`src/hdl/ptpirq_pkg.sv`:
```
// Purpose: Shared constants for the time-protocol event interrupt block.
// Assumes: 10 MHz system clock, 12-bit Wishbone byte address.
// Notes:   Flag n and enable n+16 share one source order.
package ptpirq_pkg;

  // Clock and pulse timing
  localparam int CLK_MHZ   = 10;
  localparam int PULSE_NS  = 100;
  localparam int PULSE_RAW = (PULSE_NS * CLK_MHZ + 999) / 1000;
  localparam int PULSE_CYC = (PULSE_RAW < 1) ? 1 : PULSE_RAW;

  // Register byte offsets
  localparam logic [11:0] OFF_EVT_STS_EN = 12'h198;
  localparam logic [11:0] OFF_SYS_STS    = 12'h058;
  localparam logic [11:0] OFF_SYS_EN     = 12'h05C;
  localparam logic [11:0] OFF_PIN_CFG    = 12'h060;

  // Event status / enable layout
  localparam int NUM_SRC     = 9;
  localparam int EN_LSB      = 16;
  localparam int SUMMARY_BIT = 29;

  // Source positions inside the status field
  localparam int FLG_TIMER = 0;
  localparam int FLG_PIN8  = 1;
  localparam int FLG_PIN9  = 2;
  localparam int FLG_HM_TX = 3;
  localparam int FLG_HM_RX = 4;
  localparam int FLG_P1_TX = 5;
  localparam int FLG_P1_RX = 6;
  localparam int FLG_P2_TX = 7;
  localparam int FLG_P2_RX = 8;

  // Pin configuration layout, pin 0 = GPIO 8, pin 1 = GPIO 9
  localparam int NUM_PIN        = 2;
  localparam int CFG_CAP_LSB    = 0;
  localparam int CFG_CLR_LSB    = 2;
  localparam int CFG_INPOL_LSB  = 4;
  localparam int CFG_MODE_LSB   = 6;
  localparam int CFG_OE_LSB     = 10;
  localparam int CFG_OUTPOL_LSB = 12;
  localparam int CFG_W          = 14;

  // Reset values
  localparam logic [NUM_SRC-1:0] STS_RST    = 9'h000;
  localparam logic [NUM_SRC-1:0] EN_RST     = 9'h000;
  localparam logic [CFG_W-1:0]   CFG_RST    = 14'h0000;
  localparam logic               SYS_EN_RST = 1'b0;

  // Pin clock event output modes
  typedef enum logic [1:0] {
    PTPIRQ_MODE_PULSE  = 2'h0,
    PTPIRQ_MODE_TOGGLE = 2'h1,
    PTPIRQ_MODE_FLAG   = 2'h2,
    PTPIRQ_MODE_RSVD   = 2'h3
  } ptpirq_mode_t;

endpackage : ptpirq_pkg

```
`src/hdl/ptpirq_sync.sv`:
```
// Purpose: Two-flop synchroniser with edge detection for pin inputs.
// Assumes: Inputs asynchronous to clk_i.
// Notes:   Edges are taken from the second and third stages only.
`timescale 1ns/10ps
`default_nettype none
module ptpirq_sync #(
  parameter int WIDTH = 2
) (
  // Clock and reset
  input  wire logic             clk_i,
  input  wire logic             rst_i,
  // Asynchronous input
  input  wire logic [WIDTH-1:0] async_i,
  // Synchronised level and edges
  output logic      [WIDTH-1:0] level_o,
  output logic      [WIDTH-1:0] rise_o,
  output logic      [WIDTH-1:0] fall_o
);

  logic [WIDTH-1:0] meta_r;
  logic [WIDTH-1:0] stab_r;
  logic [WIDTH-1:0] prev_r;

  always_ff @(posedge clk_i) begin
    if (rst_i) begin
      meta_r <= '0;
      stab_r <= '0;
      prev_r <= '0;
    end else begin
      meta_r <= async_i;
      stab_r <= meta_r;
      prev_r <= stab_r;
    end
  end

  assign level_o = stab_r;
  assign rise_o  = stab_r & ~prev_r;
  assign fall_o  = ~stab_r & prev_r;

endmodule : ptpirq_sync
`default_nettype wire

```
`src/hdl/ptpirq_top.sv`:
```
// Purpose: Time-protocol event interrupt status, enables and summary.
// Assumes: Classic Wishbone slave, capture strobes are one-cycle pulses.
// Notes:   Pin inputs are sampled at 10 MHz; pulses under 100 ns may be missed.
// Contract
// - Writing one to a status flag clears it; zero leaves it.
// - Enabled flags are ORed into summary bit 29 of system status.
// - Flags set on their event regardless of enable; enables gate summary only.
// - System interrupt raised only when summary and enable bit 29 both set.
// - Nine R/W enables at bits 24..16, reset zero, enable n+16 gates flag n.
// - Port 2 receive capture sets bit 8, transmit capture sets bit 7.
// - Port 1 receive capture sets bit 6, transmit capture sets bit 5.
// - Host port: fabric-to-host sets bit 4, host-to-fabric sets bit 3.
// - Pin 9 capture sets bit 2, pin 8 capture sets bit 1.
// - Bit 0 sets when clock reaches or passes the 64-bit target.
// - Enabled pin 9 or 8 active edge also clears the timer flag.
// - Pin mode code 10 drives the current timer flag onto the pin.
//
// Chosen here: the Wishbone interface to the registers.
`timescale 1ns/10ps
`default_nettype none
module ptpirq_top (
  // Clock and reset
  input  wire logic        clk_i,
  input  wire logic        rst_i,
  // Wishbone slave
  input  wire logic        wb_cyc_i,
  input  wire logic        wb_stb_i,
  input  wire logic        wb_we_i,
  input  wire logic [11:0] wb_adr_i,
  input  wire logic [3:0]  wb_sel_i,
  input  wire logic [31:0] wb_dat_i,
  output logic      [31:0] wb_dat_o,
  output logic             wb_ack_o,
  // Capture strobes from the timestamp datapath
  input  wire logic        p2_rx_capture_i,
  input  wire logic        p2_tx_capture_i,
  input  wire logic        p1_rx_capture_i,
  input  wire logic        p1_tx_capture_i,
  input  wire logic        host_rx_capture_i,
  input  wire logic        host_tx_capture_i,
  // Running clock and target
  input  wire logic [63:0] ptp_clock_i,
  input  wire logic [31:0] clock_target_upper_i,
  input  wire logic [31:0] clock_target_lower_i,
  // Pins 8 and 9, index 0 is pin 8
  input  wire logic [1:0]  pin_i,
  output logic      [1:0]  pin_o,
  output logic      [1:0]  pin_oe_o,
  // System interrupt
  output logic             irq_o
);

  // Register state
  logic [ptpirq_pkg::NUM_SRC-1:0] sts_r;
  logic [ptpirq_pkg::NUM_SRC-1:0] sts_nxt;
  logic [ptpirq_pkg::NUM_SRC-1:0] en_r;
  logic [ptpirq_pkg::NUM_SRC-1:0] en_nxt;
  logic [ptpirq_pkg::CFG_W-1:0]   cfg_r;
  logic [ptpirq_pkg::CFG_W-1:0]   cfg_nxt;
  logic                           sys_en_r;
  logic                           sys_en_nxt;
  logic                           ack_r;
  logic [31:0]                    dat_r;
  logic                           irq_r;
  logic                           irq_nxt;
  logic                           ge_prev_r;
  logic [2:0]                     arm_r;

  // Bus decode
  wire logic [11:0] adr_w    = {wb_adr_i[11:2], 2'b00};
  wire logic        req_w    = wb_cyc_i & wb_stb_i & ~ack_r;
  wire logic        wr_w     = req_w & wb_we_i;
  wire logic        rd_w     = req_w & ~wb_we_i;
  wire logic        hit_evt  = (adr_w == ptpirq_pkg::OFF_EVT_STS_EN);
  wire logic        hit_ssts = (adr_w == ptpirq_pkg::OFF_SYS_STS);
  wire logic        hit_sen  = (adr_w == ptpirq_pkg::OFF_SYS_EN);
  wire logic        hit_cfg  = (adr_w == ptpirq_pkg::OFF_PIN_CFG);

  // Byte-lane masked write data
  wire logic [31:0] lane_w = {{8{wb_sel_i[3]}}, {8{wb_sel_i[2]}},
                              {8{wb_sel_i[1]}}, {8{wb_sel_i[0]}}};
  wire logic [31:0] wmask_w = wb_dat_i & lane_w;
  wire logic        wr_evt  = wr_w & hit_evt;
  wire logic        wr_sen  = wr_w & hit_sen;
  wire logic        wr_cfg  = wr_w & hit_cfg;

  // Pin configuration fields
  wire logic [1:0] cap_en_w  = cfg_r[ptpirq_pkg::CFG_CAP_LSB +: 2];
  wire logic [1:0] clr_en_w  = cfg_r[ptpirq_pkg::CFG_CLR_LSB +: 2];
  wire logic [1:0] in_pol_w  = cfg_r[ptpirq_pkg::CFG_INPOL_LSB +: 2];
  wire logic [1:0] oe_cfg_w  = cfg_r[ptpirq_pkg::CFG_OE_LSB +: 2];
  wire logic [1:0] out_pol_w = cfg_r[ptpirq_pkg::CFG_OUTPOL_LSB +: 2];

  // Pin input synchronisation
  logic [1:0] pin_lvl_w;
  logic [1:0] pin_rise_w;
  logic [1:0] pin_fall_w;

  ptpirq_sync #(
    .WIDTH (ptpirq_pkg::NUM_PIN)
  ) u_pin_sync (
    .clk_i   (clk_i),
    .rst_i   (rst_i),
    .async_i (pin_i),
    .level_o (pin_lvl_w),
    .rise_o  (pin_rise_w),
    .fall_o  (pin_fall_w)
  );

  // Active edge per polarity; ignored while the block drives the pin
  wire logic [1:0] pin_edge_w = ((pin_rise_w & ~in_pol_w) | (pin_fall_w & in_pol_w))
                                & ~oe_cfg_w & {ptpirq_pkg::NUM_PIN{arm_r[2]}};
  wire logic [1:0] pin_cap_w  = pin_edge_w & cap_en_w;
  wire logic       pin_clr_w  = |(pin_edge_w & clr_en_w);

  // Clock target compare, event on the rising edge of the level
  wire logic [63:0] target_w  = {clock_target_upper_i, clock_target_lower_i};
  wire logic        ge_w      = (ptp_clock_i >= target_w);
  wire logic        timer_evt = ge_w & ~ge_prev_r;

  // Set vector in flag order
  wire logic [ptpirq_pkg::NUM_SRC-1:0] set_w = {
    p2_rx_capture_i,
    p2_tx_capture_i,
    p1_rx_capture_i,
    p1_tx_capture_i,
    host_rx_capture_i,
    host_tx_capture_i,
    pin_cap_w[1],
    pin_cap_w[0],
    timer_evt
  };

  // Clear vector: software one-writes plus pin clear of the timer flag
  wire logic [ptpirq_pkg::NUM_SRC-1:0] sw_clr_w =
    wr_evt ? wmask_w[ptpirq_pkg::NUM_SRC-1:0] : '0;
  wire logic [ptpirq_pkg::NUM_SRC-1:0] pin_clr_vec_w =
    {{(ptpirq_pkg::NUM_SRC-1){1'b0}}, pin_clr_w};
  wire logic [ptpirq_pkg::NUM_SRC-1:0] clr_w = sw_clr_w | pin_clr_vec_w;

  // Enable and config byte-lane merges
  wire logic [ptpirq_pkg::NUM_SRC-1:0] en_lane_w =
    lane_w[ptpirq_pkg::EN_LSB +: ptpirq_pkg::NUM_SRC];
  wire logic [ptpirq_pkg::NUM_SRC-1:0] en_data_w =
    wb_dat_i[ptpirq_pkg::EN_LSB +: ptpirq_pkg::NUM_SRC];
  wire logic [ptpirq_pkg::CFG_W-1:0] cfg_lane_w = lane_w[ptpirq_pkg::CFG_W-1:0];
  wire logic [ptpirq_pkg::CFG_W-1:0] cfg_data_w = wb_dat_i[ptpirq_pkg::CFG_W-1:0];
  wire logic sen_lane_w = lane_w[ptpirq_pkg::SUMMARY_BIT];
  wire logic sen_data_w = wb_dat_i[ptpirq_pkg::SUMMARY_BIT];

  // Next-state terms; a set in the clear cycle wins
  assign sts_nxt    = (sts_r & ~clr_w) | set_w;
  assign en_nxt     = wr_evt ? ((en_r & ~en_lane_w) | (en_data_w & en_lane_w))
                             : en_r;
  assign cfg_nxt    = wr_cfg ? ((cfg_r & ~cfg_lane_w) | (cfg_data_w & cfg_lane_w))
                             : cfg_r;
  assign sys_en_nxt = (wr_sen & sen_lane_w) ? sen_data_w : sys_en_r;

  // Summary and system interrupt
  wire logic summary_w = |(sts_r & en_r);
  assign irq_nxt = (|(sts_nxt & en_nxt)) & sys_en_nxt;

  // Read data; reserved bits and unmapped offsets return zero
  wire logic [31:0] rd_evt_w = {7'h00, en_r, 7'h00, sts_r};
  wire logic [31:0] rd_ssts_w = {2'h0, summary_w, 29'h00000000};
  wire logic [31:0] rd_sen_w = {2'h0, sys_en_r, 29'h00000000};
  wire logic [31:0] rd_cfg_w = {{(32-ptpirq_pkg::CFG_W){1'b0}}, cfg_r};
  wire logic [31:0] rdata_w = hit_evt  ? rd_evt_w  :
                              hit_ssts ? rd_ssts_w :
                              hit_sen  ? rd_sen_w  :
                              hit_cfg  ? rd_cfg_w  : 32'h00000000;

  // Status flags
  always_ff @(posedge clk_i) begin
    if (rst_i) begin
      sts_r <= ptpirq_pkg::STS_RST;
    end else begin
      sts_r <= sts_nxt;
    end
  end

  // Source enables
  always_ff @(posedge clk_i) begin
    if (rst_i) begin
      en_r <= ptpirq_pkg::EN_RST;
    end else begin
      en_r <= en_nxt;
    end
  end

  // Pin configuration
  always_ff @(posedge clk_i) begin
    if (rst_i) begin
      cfg_r <= ptpirq_pkg::CFG_RST;
    end else begin
      cfg_r <= cfg_nxt;
    end
  end

  // System enable bit
  always_ff @(posedge clk_i) begin
    if (rst_i) begin
      sys_en_r <= ptpirq_pkg::SYS_EN_RST;
    end else begin
      sys_en_r <= sys_en_nxt;
    end
  end

  // System interrupt level
  always_ff @(posedge clk_i) begin
    if (rst_i) begin
      irq_r <= 1'b0;
    end else begin
      irq_r <= irq_nxt;
    end
  end

  // Bus acknowledge, one cycle after the request
  always_ff @(posedge clk_i) begin
    if (rst_i) begin
      ack_r <= 1'b0;
    end else begin
      ack_r <= req_w;
    end
  end

  // Read data, zero outside a read answer
  always_ff @(posedge clk_i) begin
    if (rst_i) begin
      dat_r <= 32'h00000000;
    end else begin
      dat_r <= rd_w ? rdata_w : 32'h00000000;
    end
  end

  // Compare level history
  always_ff @(posedge clk_i) begin
    if (rst_i) begin
      ge_prev_r <= 1'b0;
    end else begin
      ge_prev_r <= ge_w;
    end
  end

  // Pin edge arming; sync flops restart at zero, so a high pin would fake a rise
  always_ff @(posedge clk_i) begin
    if (rst_i) begin
      arm_r <= 3'h0;
    end else begin
      arm_r <= {arm_r[1:0], 1'b1};
    end
  end

  // Pin clock event outputs
  localparam logic [3:0] PULSE_LEN = 4'(ptpirq_pkg::PULSE_CYC);

  genvar gi;
  generate
    for (gi = 0; gi < ptpirq_pkg::NUM_PIN; gi++) begin : g_pin
      logic       tog_r;
      logic [3:0] pcnt_r;
      logic       out_r;
      logic       oe_r;
      logic       lvl_w;
      ptpirq_pkg::ptpirq_mode_t mode_w;

      assign mode_w = ptpirq_pkg::ptpirq_mode_t'(
        cfg_r[ptpirq_pkg::CFG_MODE_LSB + 2*gi +: 2]);

      always_comb begin
        unique case (mode_w)
          ptpirq_pkg::PTPIRQ_MODE_PULSE:  lvl_w = (pcnt_r != 4'h0);
          ptpirq_pkg::PTPIRQ_MODE_TOGGLE: lvl_w = tog_r;
          ptpirq_pkg::PTPIRQ_MODE_FLAG:   lvl_w = sts_r[ptpirq_pkg::FLG_TIMER];
          ptpirq_pkg::PTPIRQ_MODE_RSVD:   lvl_w = 1'b0;
        endcase
      end

      always_ff @(posedge clk_i) begin
        if (rst_i) begin
          tog_r  <= 1'b0;
          pcnt_r <= 4'h0;
          out_r  <= 1'b0;
          oe_r   <= 1'b0;
        end else begin
          if (timer_evt) begin
            tog_r  <= ~tog_r;
            pcnt_r <= PULSE_LEN;
          end else if (pcnt_r != 4'h0) begin
            pcnt_r <= pcnt_r - 4'h1;
          end
          out_r <= lvl_w ^ out_pol_w[gi];
          oe_r  <= oe_cfg_w[gi];
        end
      end

      assign pin_o[gi]    = out_r;
      assign pin_oe_o[gi] = oe_r;
    end
  endgenerate

  // Outputs
  assign wb_ack_o = ack_r;
  assign wb_dat_o = dat_r;
  assign irq_o    = irq_r;

endmodule : ptpirq_top
`default_nettype wire

```
`config.mk`:
```
export PLATFORM = sky130hd
export DESIGN_NAME = ptpirq_top
export DESIGN_NICKNAME = d
export VERILOG_FILES = /design/src/hdl/ptpirq_pkg.sv /design/src/hdl/ptpirq_sync.sv /design/src/hdl/ptpirq_top.sv
export SDC_FILE = /design/constraint.sdc
export NUM_CORES = 1
export LEC_CHECK = 0
export ABC_AREA = 1
export BUFFER_PORTS_ARGS = -buffer_cell sky130_fd_sc_hd__buf_2
export CAP_MARGIN = 5
export CORE_UTILIZATION = 52
export CTS_CLUSTER_SIZE = 24
export DETAILED_ROUTE_END_ITERATION = 16
export PLACE_DENSITY_LB_ADDON = 0.08
export SYNTH_ARGS = -nofsm -noshare
export SYNTH_HDL_FRONTEND = slang
export SYNTH_HIERARCHICAL = 1
export SYNTH_SLANG_ARGS = --single-unit
export TNS_END_PERCENT = 100
```
`constraint.sdc`:
```
create_clock -name clk_i -period 5.2 [get_ports clk_i]
set_input_delay 1.04 -clock clk_i [delete_from_list [all_inputs] [get_ports clk_i]]
set_output_delay 1.04 -clock clk_i [all_outputs]
set_load 0.02 [all_outputs]
```
* After elaboration in Yosys (flattened, before gate mapping)
Cells that the tools add are included.
Operators by class: shift operators 0, mux-type cells 14, $lt $le $gt $ge 1, equality and inequality tests 10, divide/modulo/power cells 0, reduce and logical (&&, ||, !) cells 14, $add $sub $neg 2, multipliers 0, bitwise gates (word level) 47
Operators by type and width (number):
- $ge 64x64->1 | 1
- $mux 30 | 2
- $and 9x9->9 | 6
- $eq 10x5->1 const B | 3
- $and 14x14->14 | 2
- $mux 25 | 1
- $mux 9 | 2
- $not 9->9 | 2
- $or 9x9->9 | 2
- $reduce_or 9->1 | 2
- $and 2x2->2 | 8
- $mux 14 | 1
- $not 14->14 | 1
- $or 14x14->14 | 1
- $and 1x1->1 | 10
- $eq 10x7->1 const B | 1
- $or 9x1->9 | 1
- $eq 2x2->1 const B | 4
- $not 2->2 | 4
- $pmux 1 s4 | 2
- $reduce_bool 4->1 | 2
- $sub 4x1->4 const B | 2
- $not 1->1 | 7
- $mux 1 | 6
- 9 further kinds | 15
Word-level totals: bits in latches 0, memories 0, register bits after elaboration 91, bits in read-only memories 0, input bits 189, memory bits (writable) 0, output and inout bits 38, word-level logic and storage cells 114

* Logic depth before layout (Yosys ltp)
Gate-level depths: netlist of run 1.
depth after elaboration 15, gate-level depth with buffers 20, gate-level depth less buffers 20

* Hierarchy
Netlist of run 1, hierarchy kept.
By module, submodules not included:
- ptpirq_top | instances 1, cells an instance 711, sequential area each 1541.5 µm², area an instance 4998.5 µm²
- ptpirq_sync | instances 1, cells an instance 24, sequential area each 120.1 µm², area an instance 187.7 µm²

* Worst setup path before layout of run 1
Ideal clock, no wire load.
path type input to register, from in clock_target_upper_i[23], to reg g_pin[0].tog_r, library setup time 0.113 ns, buffers on the path 0, data required time 5.087 ns, setup slack 2.727 ns, stages 13, arrival 2.360 ns, path through inv_1 ha_1 nand2_1 nor2_1 nand4_1 nor4_1 nand2_1 nand2_1 nand2_1 inv_1 nand2_1 nand2_1 nor2_1
Between the ends: longest elaborated chain between the ends 2
Ends and longest elaborated chain:
- start, declared | RTL line ptpirq_top.sv:43 | input wire logic [31:0] clock_target_upper_i,
- $ge 64x64->1 | RTL line ptpirq_top.sv:118 | wire logic ge_w = (ptp_clock_i >= target_w);
- $and 1x1->1 | RTL line ptpirq_top.sv:119 | wire logic timer_evt = ge_w & ~ge_prev_r;
- end signal, assigned | RTL line ptpirq_top.sv:287 | tog_r <= ~tog_r;
- end, declared | RTL line ptpirq_top.sv:260 | logic tog_r;
Every way passes these cells. A chain may end at the register's enable or synchronous reset.

* Worst setup path in the final report of run 1
from in clock_target_lower_i[31], to reg g_pin[0].tog_r
Between the ends: longest elaborated chain between the ends 2
Ends and longest elaborated chain:
- start, declared | RTL line ptpirq_top.sv:44 | input wire logic [31:0] clock_target_lower_i,
- $ge 64x64->1 | RTL line ptpirq_top.sv:118
- $and 1x1->1 | RTL line ptpirq_top.sv:119
Every way passes these cells.

==> out/metrics.csv, run 1 <==
stage,metric,value,unit
run_status,outcome,"complete, no violations",
critical_path,setup.worst_path.class,in2reg,
synth,synth_seq_cells,83,
final_layout,instances_no_fill,1079,
critical_path,crit_path_max_fanout,6,
final_layout,regArea,1660,sq um
sta,setup_viol,0,
drt,firstDrtPassIters,4,
final_layout,multi_input_area,2820,sq um
clocking,clock-sinks,83,
floorplan,dieArea,10400,sq um
critical_path,critPathRequiredTime,5.46,ns
place,hpwlAfterDp,10800,um
drt,vias_per_cell,4.88,
power_and_ir_drop,intPower,1.02,mW
final_layout,fin_nets,1194,
power_and_ir_drop,p_comb_share,26.6,%
power_and_ir_drop,seqPwrFrac,45.7,%
clocking,cts_resized,0,
sta,fmax,396,MHz
power_and_ir_drop,power.density,235,nW/um^2
power_and_ir_drop,clkPwrFrac,27.7,%
global_routing,grt_max_degree,49,
power_and_ir_drop,ir_drop,135,uV
synth,synthDistinctLibCells,42,
floorplan,row_count,36,
drt,drc_errors,0,
floorplan,die_h,102,um
floorplan,pin_count,227,
sta,fin_crit,2.53,ns
clocking,cts_tree,done,
global_routing,antenna_found_initial,1,
place,post-place-ws,2.28,ns
critical_path,reg2reg_slack,3.41,ns
clocking,cts_buffer_depth,2,
clocking,holdBufCountCts,0,
synth,synth-seq-area-share,32.0,%
sta,fin_skew,0.0133,ns
synth,ys_async_sr_fraction,0,%
power_and_ir_drop,p_sw,0.498,mW
floorplan,die_w,102,um
critical_path,startpoint_type,input pin,
final_layout,syn2layout_area_growth,24.6,%
global_routing,grt.total_usage,25.2,%
global_routing,grt_pass1_wl,20500,um
synth,postSynthCellCount,735,
synth,synth_top_area_cell,dfxtp_1,
drt,routed_wl,12800,um
clocking,cts_root_buf,clkbuf_8,
synth,synth_area,5190,sq um
final_layout,layout-drive-gt1-share,26.9,%
synth,ys_top_cells_by_area,"dfxtp_1, ha_1, inv_1",
sta,totalNegativeSetupSlack,0,ns
critical_path,crit_arrival,2.78,ns
sta,fin_crit_sh,48.6,%
final_layout,fillers,910,
sta,hold_violations,0,
sta,timing.final.ws_setup,2.67,ns
synth,avgSynthCellArea,7.06,sq um
clocking,cts_made_buffers,9,
drt,drtIter0Drc,172,
clocking,worst_skew_pair.late_latency,0.36,ns
clocking,h-tree-depth,3,
power_and_ir_drop,power.leakage,3.56,nW
synth,yosysTopAreaCellShare,32.0,%
global_routing,grt_pass1_vias,4935,
critical_path,cp-end-kind,flop,
place,gp_congestion,0.839,
sta,max_slew_margin,61.0,%
place,portBuffers,208,
drt,wl_per_cell,11.8,um
synth,synth_edf_count,0,
synth,ys.flop_type,dfxtp_1,
floorplan,coreArea,9730,sq um
worst_hold_path,hold_path_class,reg2reg,
floorplan,start_util,53.3,%
synth,ys_warn_count,6,
sta,rsz0062_at_grt,no,
power_and_ir_drop,swShare,32.8,%
place,dp_cells,1061,
flow_run,drv_cap,0,
sta,drv_slew,0,
global_routing,overflow,0,
sta,tightest_slew,0.582,ns
clocking,cts_setup_buffers,0,
final_layout,mostFrequentLayoutCells,"buf_2, inv_1, nand2_1",
clocking,clk_pin_slew_worst_paths,0.09,ns
drt,route.antenna.remaining_nets,0,
final_layout,final_common_cell,buf_2,
drt,via_count,5267,
power by group through the flow:
stage	Clock (mW)	Sequential, mW	Combinational [mW]
floorplan	0	0.705	0.274
global placement	0	0.708	0.380
detailed placement	0	0.710	0.404
CTS	0.427	0.695	0.406
global route	0.458	0.699	0.464
finish	0.421	0.695	0.404
worst paths after layout:
path,depth (start not counted),start,end
worst max-delay path,16,clock_target_lower_i[31],g_pin[0].tog_r$_SDFFE_PP0P_
worst min-delay path,2,arm_r[1]$_SDFF_PP0_,arm_r[2]$_SDFF_PP0_
worst max register to register,6,wb_ack_o$_SDFF_PP0_,wb_dat_o[6]$_SDFF_PP0_
worst min register to register,2,arm_r[1]$_SDFF_PP0_,arm_r[2]$_SDFF_PP0_
stage by stage:
step                      cell area (sq um)  power [mW]  hold WS (ns)  utilization (%)
after floorplan                        5210       0.980         0.388                -
after global placement                 6280        1.09         0.390             64.5
after detailed placement               6280        1.11         0.395             64.5
after CTS                              6460        1.53         0.408             66.4
after global routing                   6460        1.62         0.429             66.4
final                                  6460        1.52         0.396             66.4
cell usage after synthesis (2+ instances only):
master    number
nand3_1       18
buf_4         12
o21a_1         4
o21ai_0       34
a221oi_1       2
nand2_2        7
nand2_1      145
a21o_1         2
xor2_1         2
nor3_1         2
buf_2          3
a211oi_1      14
nor2_2         3
nand3_2        3
nor3_2         2
dfxtp_1       83
inv_1        150
clkbuf_1       8
o31ai_1        2
ha_1          66
nand4_1       11
o21ai_2        4
nor2_4         3
nor2_1        83
a21oi_1       55
worst max-delay path, cell delays in order:
cell     delay [ns]
buf_2          0.08
inv_1          0.04
ha_1           0.28
nand2_1        0.07
nor2_1         0.16
nand4_1        0.16
a21oi_1        0.15
nor2_1         0.07
nand2_1        0.11
nand2_1        0.08
nand2_1        0.06
nand2_1        0.15
inv_1          0.16
nand2_1        0.07
nand2_1        0.06
nor2_1         0.04
area by class of cell:
class / instances / area share, %
Multi-Input combinational cell: 482 / 43.6
Sequential cell: 83 / 25.7
Timing Repair Buffer: 210 / 16.3
Inverter: 153 / 8.97
Tap cell: 133 / 2.58
Clock buffer: 10 / 1.98
Clock inverter: 6 / 0.755
Antenna cell: 2 / 0.0775
per-layer routing:
layer	vias up	global-route usage [%]	wire length (um)
met1	2344	27.1	5190
met5	-	0	0
met2	188	48.5	6570
met3	19	4.24	730
met4	0	10.2	263
li1	2716	-	-
cell families after synthesis:
family / share of synthesized area, %
flip-flops: 32.0
XOR/XNOR: 0.338
AO/OA/AOI/OAI: 13.7
AND/OR/NAND/NOR: 23.6
multiplexers: 0.217
buffers and inverters: 14.2
other: 0.0723
adder cells (fa/ha/maj): 15.9
Note: power is estimated with default switching activity, not from simulation.
==> inputs of run 2 (changes only) <==
--- a/config.mk
+++ b/config.mk
@@ -8,7 +8,7 @@
 export ABC_AREA = 1
 export BUFFER_PORTS_ARGS = -buffer_cell sky130_fd_sc_hd__buf_2
 export CAP_MARGIN = 5
-export CORE_UTILIZATION = 52
+export CORE_UTILIZATION = 44
 export CTS_CLUSTER_SIZE = 24
 export DETAILED_ROUTE_END_ITERATION = 16
 export PLACE_DENSITY_LB_ADDON = 0.08
==> constraint.sdc (replaced) <==
create_clock -name clk_i -period 2.3 [get_ports clk_i]
set_input_delay 0.46 -clock clk_i [delete_from_list [all_inputs] [get_ports clk_i]]
set_output_delay 0.46 -clock clk_i [all_outputs]
set_load 0.02 [all_outputs]
==> run 2 against run 1 <==
  * Non-clock buffer count grew 3
  * Core utilization is 8.9 points lower
  * First-iteration DRC count rose by 27%
  * Global-route usage is 2.1 points lower
  * Highest routed layer is now met5
==> out/metrics.csv, run 2 (synthesis gave the netlist of run 1 again) <==
stage,metric,value,unit
clocking,holdBufCountCts,0,
critical_path,startpoint_type,input pin,
power_and_ir_drop,seqPwrFrac,40.8,%
critical_path,crit_arrival,2.36,ns
final_layout,design_area,6590,sq um
floorplan,start_util,45.2,%
critical_path,critPathRequiredTime,2.56,ns
global_routing,grt_max_degree,47,
clocking,clk_pin_slew_worst_paths,0.06,ns
drt,routed_wl,13700,um
final_layout,fin_nets,1197,
global_routing,grt_pass1_wl,23000,um
sta,fin_crit_sh,91.1,%
critical_path,setup.worst_path.class,in2reg,
drt,vias_per_cell,4.81,
worst_hold_path,hold_path_class,in2reg,
sta,hold_slack,0.320,ns
critical_path,crit_path_max_fanout,6,
sta,rsz0062_at_grt,no,
drt,drc_errors,0,
drt,firstDrtPassIters,7,
power_and_ir_drop,intPower,2.66,mW
sta,fin_skew,0.00573,ns
power_and_ir_drop,power.leakage,3.62,nW
drt,route.antenna.remaining_nets,0,
sta,setup_viol,0,
power_and_ir_drop,power.total,3.86,mW
final_layout,fillers,1139,
power_and_ir_drop,power.density,586,nW/um^2
clocking,cts_root_buf,clkbuf_16,
sta,hold_violations,0,
global_routing,antenna_found_initial,2,
place,portBuffers,208,
floorplan,dieArea,12200,sq um
clocking,h-tree-depth,3,
global_routing,overflow,0,
final_layout,instances_no_fill,1090,
power_and_ir_drop,clkPwrFrac,35.0,%
final_layout,layout-drive-gt1-share,27.1,%
flow_run,drv_cap,0,
final_layout,mostFrequentLayoutCells,"buf_2, inv_1, nand2_1",
sta,tightest_slew,0.576,ns
clocking,cts_buffer_depth,2,
power_and_ir_drop,p_sw,1.20,mW
sta,drv_slew,0,
sta,totalNegativeSetupSlack,0,ns
floorplan,die_w,111,um
clocking,clock-sinks,83,
clocking,worst_skew_pair.late_latency,0.34,ns
floorplan,coreArea,11500,sq um
power_and_ir_drop,swShare,31.1,%
sta,fmax,477,MHz
sta,max_slew_margin,61.4,%
power_and_ir_drop,p_comb_share,24.2,%
final_layout,multi_input_area,2820,sq um
critical_path,cp-end-kind,flop,
floorplan,row_count,39,
place,placed_area,6310,sq um
clocking,cts_setup_buffers,0,
floorplan,pin_count,227,
global_routing,grt_pass1_vias,5339,
run_status,outcome,"complete, no violations",
clocking,cts_tree,done,
place,hpwlAfterDp,11400,um
drt,wl_per_cell,12.6,um
final_layout,syn2layout_area_growth,27.1,%
power_and_ir_drop,ir_drop,496,uV
final_layout,regArea,1660,sq um
place,gp_congestion,0.860,
sta,fin_crit,2.09,ns
drt,drtIter0Drc,218,
place,dp_cells,1074,
clocking,cts_resized,0,
clocking,cts_made_buffers,9,
drt,via_count,5239,
floorplan,die_h,111,um
final_layout,diodes,0,
final_layout,final_common_cell,buf_2,
global_routing,grt.total_usage,23.1,%
run 2: cell count changes in the layout (fill, tap and decap cells not counted), sizes merged:
cell	delta
buf	+3
diode	-2
clkinvlp	-1
inv	+1
run 2: layout make-up:
cell class,instances,share of cell area (%)
Clock inverter,6,0.740
Multi-Input combinational cell,482,42.7
Sequential cell,83,25.2
Timing Repair Buffer,213,16.4
Inverter,153,8.79
Tap cell,143,2.71
Clock buffer,10,3.47
run 2: path summary, 6_finish.rpt:
check,end,slack [ns],depth (start not counted),startpoint
min,u_pin_sync/meta_r[0]$_SDFF_PP0_,0.32,3,pin_i[0]
min reg2reg,arm_r[1]$_SDFF_PP0_,0.40,2,arm_r[0]$_DFF_P_
max,g_pin[1].pcnt_r[3]$_SDFFE_PP0N_,0.21,14,ptp_clock_i[15]
max reg2reg,irq_o$_SDFF_PP0_,0.41,12,wb_ack_o$_SDFF_PP0_
run 2: metrics by stage:
stage               util (%)  setup slack [ns]
floorplan                  -             0.407
CTS                     57.5             0.206
finish                  57.5             0.206
detailed placement      55.1            -0.131
global route            57.5            0.0163
global placement        55.1           -0.0538
run 2: power by group through the flow:
stage | registers (mW) | logic (mW) | clock network, mW
2_1_floorplan | 1.59 | 0.620 | 0
3_3_place_gp | 1.60 | 0.886 | 0
3_5_place_dp | 1.61 | 0.929 | 0
4_1_cts | 1.57 | 0.941 | 1.37
5_1_grt | 1.58 | 1.08 | 1.44
6_report | 1.57 | 0.934 | 1.35
run 2: metal layers:
| metal | share of wire [%] | vias up | GRT usage (%) | wire length [um] |
|---|---|---|---|---|
| li1 | - | 2721 | - | - |
| met1 | 40 | 2301 | 25.3 | 5560 |
| met2 | 50 | 182 | 42.6 | 6920 |
| met3 | 6.7 | 31 | 6.04 | 925 |
| met4 | 2.3 | 4 | 8.44 | 322 |
| met5 | 0.20 | - | 0 | 27 |
run 2: critical path: stages:
cell and delay [ns]:
buf_2 0.11, ha_1 0.31, a21o_1 0.19, nor2_1 0.11, nand2_1 0.06, nor2_1 0.10
nand2_1 0.09, nand2_1 0.06, nand2_1 0.08, nand2_1 0.09, nand2_1 0.05, nand2_1 0.25
nand2_1 0.21, a21oi_1 0.17
